--- config.mk ---
export PLATFORM = sky130hd
export DESIGN_NAME = adc_power_mode_reset_control
export DESIGN_NICKNAME = d
export VERILOG_FILES = /design/src/hw/adc_pmr_pkg.sv /design/src/hw/adc_power_mode_reset_control.sv
export SDC_FILE = /design/constraint.sdc
export NUM_CORES = 1
export LEC_CHECK = 0
export BUFFER_PORTS_ARGS = -buffer_cell sky130_fd_sc_hd__buf_4
export CAP_MARGIN = 20
export CORE_MARGIN = 8
export CORE_UTILIZATION = 47
export CTS_BUF_LIST = sky130_fd_sc_hd__clkbuf_2
export DETAILED_ROUTE_END_ITERATION = 6
export GPL_TIMING_DRIVEN = 0
export PLACE_DENSITY = 0.9
export SYNTH_ARGS = -nofsm -noshare
export SYNTH_HDL_FRONTEND = slang
export SYNTH_SLANG_ARGS = --single-unit
export TNS_END_PERCENT = 5
--- constraint.sdc ---
create_clock -name clock_i -period 1.3 [get_ports clock_i]
set_input_delay 0.13 -clock clock_i [delete_from_list [all_inputs] [get_ports clock_i]]
set_output_delay 0.13 -clock clock_i [all_outputs]
set_load 0.02 [all_outputs]
--- src/hw/adc_pmr_pkg.sv ---
// Purpose: constants for the converter power, mode and reset control block
// Assumes: 125 MHz peripheral clock, asynchronous active-low reset
// Notes:   control bits are plain ports, no register bus
package adc_pmr_pkg;

  localparam int unsigned PORT_WIDTH      = 8;
  localparam int unsigned CHANNELS        = 8;
  localparam int unsigned BLOCK_BYTES     = 16;
  localparam logic        PWR_UP_RST      = 1'b0;
  localparam logic        HALT_WAIT_RST   = 1'b0;
  localparam logic [1:0]  FRZ_SEL_RST     = 2'h0;
  localparam logic [7:0]  CTL_ZERO_ONE_RD = 8'h00;

  typedef enum logic [1:0] {
    FRZ_IGNORE = 2'b00,
    FRZ_FINISH = 2'b10,
    FRZ_NOW    = 2'b11
  } frz_sel_t;

  typedef enum logic [1:0] {
    ST_DOWN   = 2'b00,
    ST_IDLE   = 2'b01,
    ST_RUN    = 2'b10,
    ST_FROZEN = 2'b11
  } adc_state_t;

endpackage

--- src/hw/adc_power_mode_reset_control.sv ---
// Purpose: power-down, idle, run and freeze control for an 8-channel ADC
// Assumes: sequencer reports conversion start/end as one-cycle pulses
// Notes:   freeze select 2'b01 is treated like ignore
module adc_power_mode_reset_control #(
  parameter int unsigned PORT_W = adc_pmr_pkg::PORT_WIDTH,
  parameter int unsigned CH_N   = adc_pmr_pkg::CHANNELS
) (
  // clock and reset
  input  wire logic              clock_i,
  input  wire logic              arst_n_i,
  // chip mode conditions
  input  wire logic              chip_stop_i,
  input  wire logic              chip_wait_i,
  input  wire logic              background_debug_signal_i,
  input  wire logic              special_mode_i,
  // control bit writes
  input  wire logic              ctl_two_wr_i,
  input  wire logic              power_up_ctl_i,
  input  wire logic              halt_in_wait_ctl_i,
  input  wire logic              ctl_three_wr_i,
  input  wire logic [1:0]        freeze_sel_i,
  input  wire logic              ctl_four_wr_i,
  input  wire logic              ctl_five_wr_i,
  input  wire logic              soft_reset_wr_i,
  input  wire logic              bus_access_i,
  input  wire logic              port_rd_i,
  // sequencer status
  input  wire logic              seq_active_i,
  input  wire logic              conv_busy_i,
  input  wire logic              sample_start_i,
  input  wire logic              conv_done_i,
  input  wire logic [CH_N-1:0]   conv_done_set_i,
  input  wire logic              seq_done_set_i,
  // analog pins
  input  wire logic [PORT_W-1:0] analog_pin_i,
  // control outputs
  output logic                   power_up_ctl_o,
  output logic                   halt_in_wait_ctl_o,
  output logic [1:0]             freeze_sel_o,
  output logic                   analog_bias_en_o,
  output logic                   digital_clk_en_o,
  output logic                   submod_clk_en_o,
  output logic                   seq_abort_o,
  output logic                   seq_start_o,
  output logic                   module_reset_o,
  output logic                   reg_access_ok_o,
  output logic                   ctl_zero_one_rd_en_o,
  output logic [CH_N-1:0]        conversion_done_flag_o,
  output logic                   sequence_done_flag_o,
  output logic [PORT_W-1:0]      analog_pin_port_data_o,
  output adc_pmr_pkg::adc_state_t state_o
);

  // ------------------------------------------------------------------
  // input synchronisers
  // ------------------------------------------------------------------
  logic [PORT_W-1:0] pin_s1_q;
  logic [PORT_W-1:0] pin_s2_q;
  logic [2:0]        mode_s1_q;
  logic [2:0]        mode_s2_q;
  logic              stop_s;
  logic              wait_s;
  logic              dbg_s;

  always_ff @(posedge clock_i or negedge arst_n_i) begin
    if (!arst_n_i) begin
      pin_s1_q  <= '0;
      pin_s2_q  <= '0;
      mode_s1_q <= 3'h0;
      mode_s2_q <= 3'h0;
    end else begin
      pin_s1_q  <= analog_pin_i;
      pin_s2_q  <= pin_s1_q;
      mode_s1_q <= {background_debug_signal_i, chip_wait_i, chip_stop_i};
      mode_s2_q <= mode_s1_q;
    end
  end

  assign stop_s = mode_s2_q[0];
  assign wait_s = mode_s2_q[1];
  assign dbg_s  = mode_s2_q[2];

  // ------------------------------------------------------------------
  // module reset and control bits
  // ------------------------------------------------------------------
  logic soft_rst;
  logic restart;
  logic pwr_up_q;
  logic halt_wait_q;
  logic [1:0] frz_sel_q;

  assign soft_rst       = soft_reset_wr_i;
  assign restart        = ctl_four_wr_i | ctl_five_wr_i;
  assign module_reset_o = soft_rst;

  // power_up_ctl is reset only by the system reset
  always_ff @(posedge clock_i or negedge arst_n_i) begin
    if (!arst_n_i) begin
      pwr_up_q <= adc_pmr_pkg::PWR_UP_RST;
    end else if (ctl_two_wr_i) begin
      pwr_up_q <= power_up_ctl_i;
    end
  end

  always_ff @(posedge clock_i or negedge arst_n_i) begin
    if (!arst_n_i) begin
      halt_wait_q <= adc_pmr_pkg::HALT_WAIT_RST;
      frz_sel_q   <= adc_pmr_pkg::FRZ_SEL_RST;
    end else if (soft_rst) begin
      halt_wait_q <= adc_pmr_pkg::HALT_WAIT_RST;
      frz_sel_q   <= adc_pmr_pkg::FRZ_SEL_RST;
    end else begin
      if (ctl_two_wr_i) begin
        halt_wait_q <= halt_in_wait_ctl_i;
      end
      if (ctl_three_wr_i) begin
        frz_sel_q <= freeze_sel_i;
      end
    end
  end

  assign power_up_ctl_o     = pwr_up_q;
  assign halt_in_wait_ctl_o = halt_wait_q;
  assign freeze_sel_o       = frz_sel_q;

  // ------------------------------------------------------------------
  // power-down and freeze decode
  // ------------------------------------------------------------------
  logic wait_down;
  logic pwr_down;
  logic frz_now;
  logic frz_finish;
  logic frozen_q;

  assign wait_down = wait_s & halt_wait_q;
  assign pwr_down  = ~pwr_up_q | stop_s | wait_down;
  assign frz_now   = dbg_s & (frz_sel_q == adc_pmr_pkg::FRZ_NOW);
  assign frz_finish = dbg_s & (frz_sel_q == adc_pmr_pkg::FRZ_FINISH);

  // finish-mode freeze waits for the conversion end; freezing on a sample
  // start would cut that sample, so a sequencer about to sample runs on
  always_ff @(posedge clock_i or negedge arst_n_i) begin
    if (!arst_n_i) begin
      frozen_q <= 1'b0;
    end else if (!dbg_s || pwr_down) begin
      frozen_q <= 1'b0;
    end else if (frz_now) begin
      frozen_q <= 1'b1;
    end else if (frz_finish && (conv_done_i ||
                 (!conv_busy_i && !sample_start_i))) begin
      frozen_q <= 1'b1;
    end
  end

  // wait power-down holds everything, so the sequence is not aborted
  // and the module resumes where it stood
  assign seq_abort_o = soft_rst | restart |
                       ((~pwr_up_q | stop_s) & seq_active_i);
  assign seq_start_o = restart & ~soft_rst & ~pwr_down;

  assign analog_bias_en_o = ~pwr_down;
  assign digital_clk_en_o = ~pwr_down & ~frozen_q;
  assign submod_clk_en_o  = digital_clk_en_o & seq_active_i;
  assign reg_access_ok_o  = ~wait_down | ~pwr_up_q;
  assign ctl_zero_one_rd_en_o = special_mode_i;

  // ------------------------------------------------------------------
  // completion flags; set wins over restart clear, reset clears all
  // ------------------------------------------------------------------
  logic [CH_N-1:0] ccf_q;
  logic            scf_q;

  always_ff @(posedge clock_i or negedge arst_n_i) begin
    if (!arst_n_i) begin
      ccf_q <= '0;
      scf_q <= 1'b0;
    end else if (soft_rst) begin
      ccf_q <= '0;
      scf_q <= 1'b0;
    end else if (restart) begin
      ccf_q <= conv_done_set_i;
      scf_q <= seq_done_set_i;
    end else begin
      ccf_q <= ccf_q | conv_done_set_i;
      scf_q <= scf_q | seq_done_set_i;
    end
  end

  assign conversion_done_flag_o = ccf_q;
  assign sequence_done_flag_o   = scf_q;

  // ------------------------------------------------------------------
  // digital input port: reads touch no conversion state
  // ------------------------------------------------------------------
  logic [PORT_W-1:0] port_q;

  always_ff @(posedge clock_i or negedge arst_n_i) begin
    if (!arst_n_i) begin
      port_q <= '0;
    end else if (port_rd_i) begin
      port_q <= pin_s2_q;
    end
  end

  assign analog_pin_port_data_o = port_q;

  // ------------------------------------------------------------------
  // state indication
  // ------------------------------------------------------------------
  always_comb begin
    if (pwr_down) begin
      state_o = adc_pmr_pkg::ST_DOWN;
    end else if (frozen_q) begin
      state_o = adc_pmr_pkg::ST_FROZEN;
    end else if (seq_active_i) begin
      state_o = adc_pmr_pkg::ST_RUN;
    end else begin
      state_o = adc_pmr_pkg::ST_IDLE;
    end
  end

  // ------------------------------------------------------------------
  // checks
  // ------------------------------------------------------------------
  chk_pwr_bit_down: assert property (
    @(posedge clock_i) disable iff (!arst_n_i)
    !pwr_up_q |-> !digital_clk_en_o && !analog_bias_en_o)
    else $error("power bit clear but clocks on");
  chk_stop_down: assert property (
    @(posedge clock_i) disable iff (!arst_n_i)
    $rose(mode_s2_q[0]) |-> state_o == adc_pmr_pkg::ST_DOWN)
    else $error("stop did not power down");
  chk_wait_ignored: assert property (
    @(posedge clock_i) disable iff (!arst_n_i)
    wait_s && !halt_wait_q && pwr_up_q && !stop_s |-> analog_bias_en_o)
    else $error("wait acted with halt bit clear");
  chk_abort_on_off: assert property (
    @(posedge clock_i) disable iff (!arst_n_i)
    ctl_two_wr_i && !power_up_ctl_i && seq_active_i
    |=> seq_abort_o || !seq_active_i)
    else $error("sequence not aborted");
  chk_bit_down_access: assert property (
    @(posedge clock_i) disable iff (!arst_n_i)
    !pwr_up_q |-> reg_access_ok_o)
    else $error("no access while powered down by bit");
  chk_wait_noaccess: assert property (
    @(posedge clock_i) disable iff (!arst_n_i)
    wait_down && pwr_up_q |-> !reg_access_ok_o)
    else $error("access during wait power-down");
  chk_idle_gated: assert property (
    @(posedge clock_i) disable iff (!arst_n_i)
    state_o == adc_pmr_pkg::ST_IDLE |-> !submod_clk_en_o && reg_access_ok_o)
    else $error("submodule clocks run while idle");
  chk_freeze_now: assert property (
    @(posedge clock_i) disable iff (!arst_n_i)
    frz_now && !pwr_down |=> frozen_q || !dbg_s)
    else $error("immediate freeze missed");
  chk_finish_halt: assert property (
    @(posedge clock_i) disable iff (!arst_n_i)
    frz_finish && conv_done_i && !pwr_down |=> frozen_q || !dbg_s)
    else $error("finish freeze missed conversion end");
  chk_finish_no_sample: assert property (
    @(posedge clock_i) disable iff (!arst_n_i)
    frz_finish && !frozen_q && sample_start_i |=> !frozen_q)
    else $error("finish freeze cut a sample");
  chk_frozen_hold: assert property (
    @(posedge clock_i) disable iff (!arst_n_i)
    frozen_q && !pwr_down |-> analog_bias_en_o && reg_access_ok_o
    && !digital_clk_en_o)
    else $error("frozen state not static");
  chk_soft_keeps_pwr: assert property (
    @(posedge clock_i) disable iff (!arst_n_i)
    soft_rst && !ctl_two_wr_i |=> $stable(pwr_up_q))
    else $error("soft reset changed power bit");
  chk_reset_flags: assert property (
    @(posedge clock_i) disable iff (!arst_n_i)
    soft_rst |=> ccf_q == '0 && !scf_q)
    else $error("flags survive module reset");
  chk_wait_keeps_seq: assert property (
    @(posedge clock_i) disable iff (!arst_n_i)
    wait_down && pwr_up_q && !stop_s && !restart && !soft_rst
    |-> !seq_abort_o)
    else $error("wait power-down aborted the sequence");
  chk_freeze_no_reset: assert property (
    @(posedge clock_i) disable iff (!arst_n_i)
    $fell(frozen_q) && !soft_rst && !restart && !pwr_down
    |-> !seq_abort_o && !module_reset_o)
    else $error("leaving freeze reset the module");
  chk_restart_start: assert property (
    @(posedge clock_i) disable iff (!arst_n_i)
    restart && !soft_rst && !pwr_down
    |-> seq_start_o && seq_abort_o)
    else $error("restart did not start");
  chk_port_capture: assert property (
    @(posedge clock_i) disable iff (!arst_n_i)
    port_rd_i |=> analog_pin_port_data_o == $past(pin_s2_q))
    else $error("port read did not capture pins");
  chk_ctl23_quiet: assert property (
    @(posedge clock_i) disable iff (!arst_n_i)
    (ctl_two_wr_i || ctl_three_wr_i) && !restart && !soft_rst && pwr_up_q
    && !stop_s |-> !seq_start_o)
    else $error("control two or three started a sequence");
  chk_restart_clear: assert property (
    @(posedge clock_i) disable iff (!arst_n_i)
    restart && !soft_rst && !seq_done_set_i |=> !sequence_done_flag_o)
    else $error("restart left sequence flag set");

  cov_wait_down: cover property (@(posedge clock_i) wait_down ##1 !wait_down);
  cov_frozen: cover property (@(posedge clock_i) $rose(frozen_q));
  cov_restart: cover property (@(posedge clock_i) seq_start_o);
  cov_soft: cover property (@(posedge clock_i) soft_rst && pwr_up_q);
  cov_finish_freeze: cover property (
    @(posedge clock_i) frz_finish && $rose(frozen_q));

endmodule

==> results of run 1 <==
-- layout by cell type (no fill, tap or decap), types with 2 or more instances in the layout --
cell | synthesis | final
sky130_fd_sc_hd__buf_4 | 2 | 65
sky130_fd_sc_hd__buf_2 | 2 | 2
sky130_fd_sc_hd__dlygate4sd3_1 | 0 | 26
sky130_fd_sc_hd__mux2_2 | 9 | 9
sky130_fd_sc_hd__dfrtp_1 | 44 | 43
sky130_fd_sc_hd__clkbuf_2 | 0 | 7
sky130_fd_sc_hd__nor2_1 | 16 | 16
sky130_fd_sc_hd__buf_6 | 0 | 4
sky130_fd_sc_hd__a21oi_1 | 10 | 10
sky130_fd_sc_hd__inv_1 | 2 | 2
sky130_fd_sc_hd__mux2i_1 | 3 | 3
-- routing by layer --
| layer | vias to the layer above | GRT usage (%) | routed length (um) |
|---|---|---|---|
| met1 | 544 | 13.7 | 1280 |
| li1 | 524 | - | - |
| met2 | 52 | 27.8 | 2050 |
| met5 | - | 0 | 0 |
| met3 | 8 | 8.23 | 352 |
| met4 | 0 | 6.80 | 99 |
-- repair_timing --
item,in CTS,in global routing
endpoints found under the setup margin,7,9
endpoints found under the hold margin,68,0
hold buffers,27,0
buffers inserted,2,0
gates resized for setup,5,3
pin swaps,1,1
-- power by group through the flow --
stage	clock network, mW	registers (mW)	logic (mW)
floorplan	0	1.57	0.113
global placement	0	1.51	0.405
detailed placement	0	1.52	0.419
CTS	0.559	1.50	0.500
global route	0.611	1.51	0.532
finish	0.546	1.50	0.497
-- worst reg2reg max path: cells and delay by family (launching register included) --
kind,cells,cell delay [ns]
simple gates,1,0.14
compound gates,2,0.38
flops,1,0.41
buf+inv,1,0.14
-- registers in the layout (all words and copies together) (netlist names) --
signal                  count
analog_pin_port_data_o      8
conversion_done_flag_o      8
freeze_sel_o                2
frozen_q                    1
halt_in_wait_ctl_o          1
mode_s1_q                   3
mode_s2_q                   3
pin_s1_q                    8
pin_s2_q                    8
power_up_ctl_o              1
sequence_done_flag_o        1
-- how the worst min path moves through the flow --
| stage | end | cells after the start | slack, ns | from |
|---|---|---|---|---|
| floorplan | analog_pin_port_data_o[0] | 0 | -0.17 | arst_n_i |
| global placement | pin_s1_q[2] | 1 | 0.13 | arst_n_i |
| detailed placement | pin_s1_q[2] | 1 | 0.15 | arst_n_i |
| CTS | freeze_sel_o[0] | 3 | 0.005 | ctl_three_wr_i |
| global route | freeze_sel_o[0] | 3 | 0.02 | ctl_three_wr_i |
| finish | freeze_sel_o[0] | 3 | 0.03 | ctl_three_wr_i |
-- cell families after synthesis --
group / after synthesis / synth area share (%)
buffers and inverters: 7 / 2.48
muxes: 12 / 8.97
and+or+nand+nor: 21 / 6.75
AOI/OAI and AO/OA: 14 / 6.58
DFF: 44 / 75.2
-- final cells by class --
| type | instances | share of cell area (%) |
|---|---|---|
| tap | 33 | 1.76 |
| clock inverter | 1 | 0.160 |
| sequential | 44 | 46.9 |
| multi-input combinational | 47 | 14.4 |
| timing repair buffer | 94 | 33.7 |
| inverter | 3 | 0.479 |
| buffer | 4 | 1.07 |
| clock buffer | 7 | 1.49 |
-- per-stage QoR --
step	total power [mW]	TNS (ns)	area, um2	cells	hold slack (ns)
after floorplan	1.69	0	1460	98	-0.166
after global placement	1.92	0	1990	196	0.133
after detailed placement	1.94	0	1990	196	0.148
after CTS	2.56	-2.10	2340	233	0.00541
after global routing	2.65	-2.53	2350	233	0.0170
final	2.54	-2.00	2350	233	0.0318
==> report_table.html, run 1 <==
<table>
<tr><th>Metric</th><th>Value</th></tr>
<tr><th colspan="2">Synthesis</th></tr>
<tr><td>Number of standard cells after synthesis</td><td>98</td></tr>
<tr><td>Synthesized area per cell</td><td>14.9 um2</td></tr>
<tr><td>Area leader, netlist</td><td>sky130_fd_sc_hd__dfrtp_1</td></tr>
<tr><td>Commonest cells in the netlist</td><td>sky130_fd_sc_hd__dfrtp_1, sky130_fd_sc_hd__nor2_1, sky130_fd_sc_hd__a21oi_1, sky130_fd_sc_hd__mux2_2, sky130_fd_sc_hd__mux2i_1</td></tr>
<tr><td>Post-Syn Area</td><td>0.00146 mm2</td></tr>
<tr><td>Number of flops mapped to enable cells by yosys</td><td>0</td></tr>
<tr><td>Synth Warn #</td><td>0</td></tr>
<tr><td>Distinct cell type count after synthesis</td><td>18</td></tr>
<tr><td>Leading post-synthesis cells by cell area</td><td>sky130_fd_sc_hd__dfrtp_1, sky130_fd_sc_hd__mux2_2, sky130_fd_sc_hd__nor2_1</td></tr>
<tr><td>Net count of the mapped netlist</td><td>136</td></tr>
<tr><td>Most repeated cell in the gate-level netlist after synthesis</td><td>sky130_fd_sc_hd__dfrtp_1</td></tr>
<tr><td>Proportion of synthesized flip-flops having asynchronous set or reset</td><td>100%</td></tr>
<tr><td>Register bit count reported by yosys</td><td>44</td></tr>
<tr><td>Portion of the post-synthesis area used by sequential elements</td><td>75.2%</td></tr>
<tr><td>Predominant post-synthesis flop cell</td><td>sky130_fd_sc_hd__dfrtp_1</td></tr>
<tr><td>Top-area cell type share of the netlist area</td><td>75.2%</td></tr>
<tr><th colspan="2">Worst setup path</th></tr>
<tr><td>Critical R2R Launch</td><td>mode_s2_q[0]</td></tr>
<tr><td>Worst Path Arrival</td><td>1.51 ns</td></tr>
<tr><td>First element of the critical path</td><td>mode_s2_q[0]</td></tr>
<tr><td>Kind of critical path</td><td>register to output port</td></tr>
<tr><td>Nature of the critical path endpoint</td><td>output port</td></tr>
<tr><td>Reg2reg end</td><td>frozen_q</td></tr>
<tr><td>Bufs and invs on worst path</td><td>2</td></tr>
<tr><td>Cell depth of the worst setup path</td><td>5</td></tr>
<tr><td>Depth of the worst register-to-register path</td><td>4</td></tr>
<tr><td>Destination of the critical timing path</td><td>submod_clk_en_o</td></tr>
<tr><td>Critical Path Start Type</td><td>register</td></tr>
<tr><td>Library cell contributing the largest single delay on the critical path</td><td>sky130_fd_sc_hd__dfrtp_1</td></tr>
<tr><td>Max FO, Critical Path</td><td>6</td></tr>
<tr><td>Worst path max stage delay</td><td>0.41 ns</td></tr>
<tr><td>Worst endpoint required time</td><td>1.17 ns</td></tr>
<tr><td>Top cell family by delay on the critical path</td><td>flip-flops</td></tr>
<tr><td>Worst reg-to-reg setup slack</td><td>0.16 ns</td></tr>
<tr><td>Chain of cells forming the critical path</td><td>nand2b_4 -&gt; a21o_4 -&gt; inv_2 -&gt; and3_4 -&gt; buf_6</td></tr>
<tr><th colspan="2">Finish</th></tr>
<tr><td>Nets</td><td>237</td></tr>
<tr><td>Layout Area Growth over Synthesis</td><td>60.4%</td></tr>
<tr><td>Fill cells</td><td>172</td></tr>
<tr><td>Multi-input gate area</td><td>339 um2</td></tr>
<tr><td>Total area of sequential cells</td><td>0.00110 mm2</td></tr>
<tr><td>Share of the core filled with cells in the final layout</td><td>78.2%</td></tr>
<tr><td>Antenna fix cells</td><td>0</td></tr>
<tr><td>Fraction of final layout cells with drive strength greater than 1</td><td>47.5%</td></tr>
<tr><th colspan="2">Routing</th></tr>
<tr><td>Total routed wirelength</td><td>3780 um</td></tr>
<tr><td>Count of vias placed by the detailed router</td><td>1128</td></tr>
<tr><td>Number of vias per cell</td><td>4.84</td></tr>
<tr><td>TritonRoute pass-1 iters</td><td>4</td></tr>
<tr><td>First DRT Iteration DRCs</td><td>41</td></tr>
<tr><td>Number of routed nets with antenna violations</td><td>0</td></tr>
<tr><td>DRC violation count after routing</td><td>0</td></tr>
<tr><td>Final routed wire length divided by cell count</td><td>16.2 um</td></tr>
<tr><th colspan="2">Placed design</th></tr>
<tr><td>Weighted congestion reported at the end of routability-driven placement</td><td>0.699</td></tr>
<tr><td>HPWL after detailed placement</td><td>2680 um</td></tr>
<tr><td>Post-Place Setup Slack</td><td>0.0883 ns</td></tr>
<tr><td>Count of input and output buffers</td><td>65</td></tr>
<tr><th colspan="2">Clock network</th></tr>
<tr><td>CTS Buffer Depth</td><td>2</td></tr>
<tr><td>Clock transition at path regs</td><td>0.20 ns</td></tr>
<tr><td>Clk sinks</td><td>44</td></tr>
<tr><td>Clock latency of the later-clocked register in the worst-skew pair</td><td>0.40 ns</td></tr>
<tr><td>Root buf cell</td><td>sky130_fd_sc_hd__clkbuf_2</td></tr>
<tr><td>Number of buffers created by CTS</td><td>5</td></tr>
<tr><td>TritonCTS clock tree</td><td>yes</td></tr>
<tr><td>H-tree level count</td><td>2</td></tr>
<tr><th colspan="2">Pwr</th></tr>
<tr><td>Worst-case vdd ir drop</td><td>806 uV</td></tr>
<tr><td>Clock share of power</td><td>21.5%</td></tr>
<tr><td>Power share of the sequential group</td><td>58.9%</td></tr>
<tr><td>Internal</td><td>1.87 mW</td></tr>
<tr><td>Switching power share of the total</td><td>26.5%</td></tr>
<tr><td>Cell leakage power</td><td>1.18 nW</td></tr>
<tr><td>Total net switching power</td><td>673 uW</td></tr>
<tr><td>P per Cell Area</td><td>1080 mW/mm2</td></tr>
<tr><td>Logic gate share of total power</td><td>19.6%</td></tr>
<tr><th colspan="2">STA</th></tr>
<tr><td>Max Transition Viols Final</td><td>0</td></tr>
<tr><td>Smallest setup slack after layout</td><td>-0.343 ns</td></tr>
<tr><td>Transition at the pin with the smallest max-transition slack</td><td>0.527 ns</td></tr>
<tr><td>Highest Clock Rate</td><td>0.609 GHz</td></tr>
<tr><td>Post-Route Skew</td><td>0.00718 ns</td></tr>
<tr><td>Final Cycle Share</td><td>126%</td></tr>
<tr><td>Final worst path period need</td><td>1.64 ns</td></tr>
<tr><td>Setup repair after global routing missed its margin</td><td>true</td></tr>
<tr><td>Final setup violation count</td><td>7</td></tr>
<tr><td>Max_slew headroom</td><td>64.9%</td></tr>
<tr><td>Final-report hold violation count</td><td>0</td></tr>
<tr><th colspan="2">GRT</th></tr>
<tr><td>Total grt overflow</td><td>0</td></tr>
<tr><td>Pin count of the biggest net entering global routing</td><td>45</td></tr>
<tr><td>Wire length of the first global-routing pass</td><td>6080 um</td></tr>
<tr><td>Total GRT Usage</td><td>15.4%</td></tr>
<tr><td>Via count of the first global-routing pass</td><td>1332</td></tr>
<tr><td>Initial antenna violation count</td><td>0</td></tr>
<tr><th colspan="2">Worst hold path</th></tr>
<tr><td>Worst hold path class</td><td>input pin to register</td></tr>
<tr><th colspan="2">Floorplanning</th></tr>
<tr><td>Std cell rows</td><td>20</td></tr>
<tr><td>Die width</td><td>71.8 um</td></tr>
<tr><td>Die Area</td><td>0.00516 mm2</td></tr>
<tr><td>Core region area</td><td>0.00300 mm2</td></tr>
<tr><td>I/O pins</td><td>69</td></tr>
<tr><td>Die outline height</td><td>71.8 um</td></tr>
<tr><td>Starting Density</td><td>48.8%</td></tr>
<tr><th colspan="2">Outcome</th></tr>
<tr><td>Result of the run</td><td>complete, but fails checks</td></tr>
<tr><td>Failing checks</td><td>negative setup slack</td></tr>
<tr><th colspan="2">Run</th></tr>
<tr><td>Number of max-capacitance violations reported</td><td>0</td></tr>
</table>
Note: power is estimated with default switching activity, not from simulation.
==> run 2: changes to the inputs <==
- CORE_ASPECT_RATIO: default -> 0.8
==> run 2 against run 1 <==
Against the previous run: the flow still finishes with violations (negative setup slack); cell count increased by 3.4%; clock power down 5.1%; cell area rose by 1.3%; combinational power grew 4%; via count up 3.0%; critical path type unchanged; critical endpoint unchanged; largest power group unchanged.
==> report_table.html, run 2 (synthesis gave the netlist of run 1 again) <==
<table>
<tr><th>Metric</th><th>Value</th></tr>
<tr><th colspan="2">Floorplanning</th></tr>
<tr><td>Starting Density</td><td>48.1%</td></tr>
<tr><td>Core region area</td><td>0.00304 mm2</td></tr>
<tr><td>I/O pins</td><td>69</td></tr>
<tr><td>Die Area</td><td>0.00517 mm2</td></tr>
<tr><td>Std cell rows</td><td>18</td></tr>
<tr><td>Die outline height</td><td>65.9 um</td></tr>
<tr><td>Die width</td><td>78.4 um</td></tr>
<tr><th colspan="2">Worst setup path</th></tr>
<tr><td>Chain of cells forming the critical path</td><td>nand2b_4 -&gt; a21o_4 -&gt; inv_2 -&gt; and3_4 -&gt; buf_6</td></tr>
<tr><td>Bufs and invs on worst path</td><td>2</td></tr>
<tr><td>Top cell family by delay on the critical path</td><td>flip-flops</td></tr>
<tr><td>Worst Path Arrival</td><td>1.52 ns</td></tr>
<tr><td>Library cell contributing the largest single delay on the critical path</td><td>sky130_fd_sc_hd__dfrtp_1</td></tr>
<tr><td>Worst reg-to-reg setup slack</td><td>0.15 ns</td></tr>
<tr><td>Nature of the critical path endpoint</td><td>output port</td></tr>
<tr><td>Critical Path Start Type</td><td>register</td></tr>
<tr><td>Kind of critical path</td><td>register to output port</td></tr>
<tr><td>Worst path max stage delay</td><td>0.41 ns</td></tr>
<tr><td>Max FO, Critical Path</td><td>6</td></tr>
<tr><td>Worst endpoint required time</td><td>1.17 ns</td></tr>
<tr><th colspan="2">Placed design</th></tr>
<tr><td>Placed Cells incl. Taps</td><td>203</td></tr>
<tr><td>HPWL after detailed placement</td><td>2710 um</td></tr>
<tr><td>Count of input and output buffers</td><td>65</td></tr>
<tr><td>Weighted congestion reported at the end of routability-driven placement</td><td>0.700</td></tr>
<tr><th colspan="2">Finish</th></tr>
<tr><td>Most frequent standard cell in the layout excluding fill and tap cells</td><td>sky130_fd_sc_hd__buf_4</td></tr>
<tr><td>Fill cells</td><td>185</td></tr>
<tr><td>Layout Area Growth over Synthesis</td><td>62.6%</td></tr>
<tr><td>Share of the core filled with cells in the final layout</td><td>78.3%</td></tr>
<tr><td>Total area of sequential cells</td><td>0.00110 mm2</td></tr>
<tr><td>Nets</td><td>239</td></tr>
<tr><td>Multi-input gate area</td><td>343 um2</td></tr>
<tr><td>Leading cell types in the layout, fill and taps excluded</td><td>sky130_fd_sc_hd__buf_4, sky130_fd_sc_hd__dfrtp_1, sky130_fd_sc_hd__dlygate4sd3_1</td></tr>
<tr><td>Antenna fix cells</td><td>0</td></tr>
<tr><td>Fraction of final layout cells with drive strength greater than 1</td><td>47.8%</td></tr>
<tr><td>Final std cells w/o fill</td><td>241</td></tr>
<tr><th colspan="2">Routing</th></tr>
<tr><td>TritonRoute pass-1 iters</td><td>4</td></tr>
<tr><td>Number of routed nets with antenna violations</td><td>0</td></tr>
<tr><td>Detailed-routed wire length on met3</td><td>194 um</td></tr>
<tr><td>First DRT Iteration DRCs</td><td>49</td></tr>
<tr><td>Length of routed met2 wiring</td><td>2320 um</td></tr>
<tr><td>Count of vias placed by the detailed router</td><td>1162</td></tr>
<tr><td>Total routed wirelength</td><td>4070 um</td></tr>
<tr><td>Routed metal-1 wirelength</td><td>1430 um</td></tr>
<tr><td>Uppermost routed layer</td><td>met4</td></tr>
<tr><td>DRC violation count after routing</td><td>0</td></tr>
<tr><td>Number of vias per cell</td><td>4.82</td></tr>
<tr><td>Final routed wire length divided by cell count</td><td>16.9 um</td></tr>
<tr><th colspan="2">Outcome</th></tr>
<tr><td>Result of the run</td><td>complete, but fails checks</td></tr>
<tr><td>Failing checks</td><td>negative setup slack</td></tr>
<tr><th colspan="2">Worst hold path</th></tr>
<tr><td>Worst hold path class</td><td>input pin to register</td></tr>
<tr><th colspan="2">Clock network</th></tr>
<tr><td>Number of buffers created by CTS</td><td>5</td></tr>
<tr><td>Root buf cell</td><td>sky130_fd_sc_hd__clkbuf_2</td></tr>
<tr><td>H-tree level count</td><td>2</td></tr>
<tr><td>Clock transition at path regs</td><td>0.19 ns</td></tr>
<tr><td>Clk sinks</td><td>44</td></tr>
<tr><td>TritonCTS clock tree</td><td>yes</td></tr>
<tr><td>Clock latency of the later-clocked register in the worst-skew pair</td><td>0.39 ns</td></tr>
<tr><td>CTS Buffer Depth</td><td>2</td></tr>
<tr><th colspan="2">STA</th></tr>
<tr><td>Hold slack final</td><td>0.0294 ns</td></tr>
<tr><td>Setup repair after global routing missed its margin</td><td>true</td></tr>
<tr><td>Final Cycle Share</td><td>127%</td></tr>
<tr><td>Post-Route Skew</td><td>0.0161 ns</td></tr>
<tr><td>Smallest setup slack after layout</td><td>-0.346 ns</td></tr>
<tr><td>Transition at the pin with the smallest max-transition slack</td><td>0.531 ns</td></tr>
<tr><td>Final setup violation count</td><td>8</td></tr>
<tr><td>Final worst path period need</td><td>1.65 ns</td></tr>
<tr><td>Max Transition Viols Final</td><td>0</td></tr>
<tr><td>Final-report hold violation count</td><td>0</td></tr>
<tr><td>Max_slew headroom</td><td>64.6%</td></tr>
<tr><td>Highest Clock Rate</td><td>0.608 GHz</td></tr>
<tr><th colspan="2">GRT</th></tr>
<tr><td>Pin count of the biggest net entering global routing</td><td>45</td></tr>
<tr><td>Initial antenna violation count</td><td>0</td></tr>
<tr><td>Via count of the first global-routing pass</td><td>1319</td></tr>
<tr><td>Wire length of the first global-routing pass</td><td>6100 um</td></tr>
<tr><td>Total GRT Usage</td><td>15.5%</td></tr>
<tr><td>Total grt overflow</td><td>0</td></tr>
<tr><th colspan="2">Pwr</th></tr>
<tr><td>Cell leakage power</td><td>1.20 nW</td></tr>
<tr><td>P per Cell Area</td><td>1060 mW/mm2</td></tr>
<tr><td>Worst-case vdd ir drop</td><td>820 uV</td></tr>
<tr><td>Overall power</td><td>2.53 mW</td></tr>
<tr><th colspan="2">Run</th></tr>
<tr><td>Number of max-capacitance violations reported</td><td>0</td></tr>
</table>
-- run 2: timing repair --
item	CTS	global route
setup endpoints to repair	7	11
endpoints found under the hold margin	68	0
hold buffers	28	0
buffers inserted	2	1
pin swaps	2	0
gates resized for setup	6	4
-- run 2: area by class of cell --
type / count / area share, %
sequential: 44 / 46.3
inverter: 3 / 0.473
tap: 40 / 2.10
multi-input combinational: 47 / 14.4
timing repair buffer: 96 / 34.2
clock buffer: 6 / 1.26
buffer: 4 / 1.05
clock inverter: 1 / 0.210
-- run 2: layer usage --
metal	vias up	GRT usage, %
met5	-	0
met4	0	8.06
met3	12	5.57
met2	41	28.9
met1	580	14.6
li1	529	-
-- run 2: path summary, 6_finish.rpt --
kind	depth (start not counted)	endpoint	start
max	5	submod_clk_en_o	mode_s2_q[0]
min	3	freeze_sel_o[0]	ctl_three_wr_i
max reg2reg	4	frozen_q	mode_s2_q[0]
min reg2reg	0	pin_s2_q[5]	pin_s1_q[5]
max in group asynchronous	2	pin_s2_q[0]	arst_n_i
min in group asynchronous	2	conversion_done_flag_o[1]	arst_n_i
-- run 2: stage by stage --
stage	area, um2	setup slack [ns]	TNS, ns
2_1_floorplan	1460	0.00756	0
3_5_place_dp	2000	0.0927	0
4_1_cts	2360	-0.327	-1.94
6_report	2380	-0.346	-2.02
3_3_place_gp	2000	0.101	0
5_1_grt	2380	-0.441	-2.82
-- run 2: worst reg2reg max path, delay by kind of cell (launching register included) --
kind / cells / cell delay [ns]
DFF: 1 / 0.41
AOI/OAI and AO/OA: 2 / 0.39
and+or+nand+nor: 1 / 0.15
buffers and inverters: 1 / 0.14
-- run 2: power by group --
part           switching, mW  internal (mW)
Combinational          0.239          0.277
Sequential            0.0441           1.45
Clock                  0.389          0.129
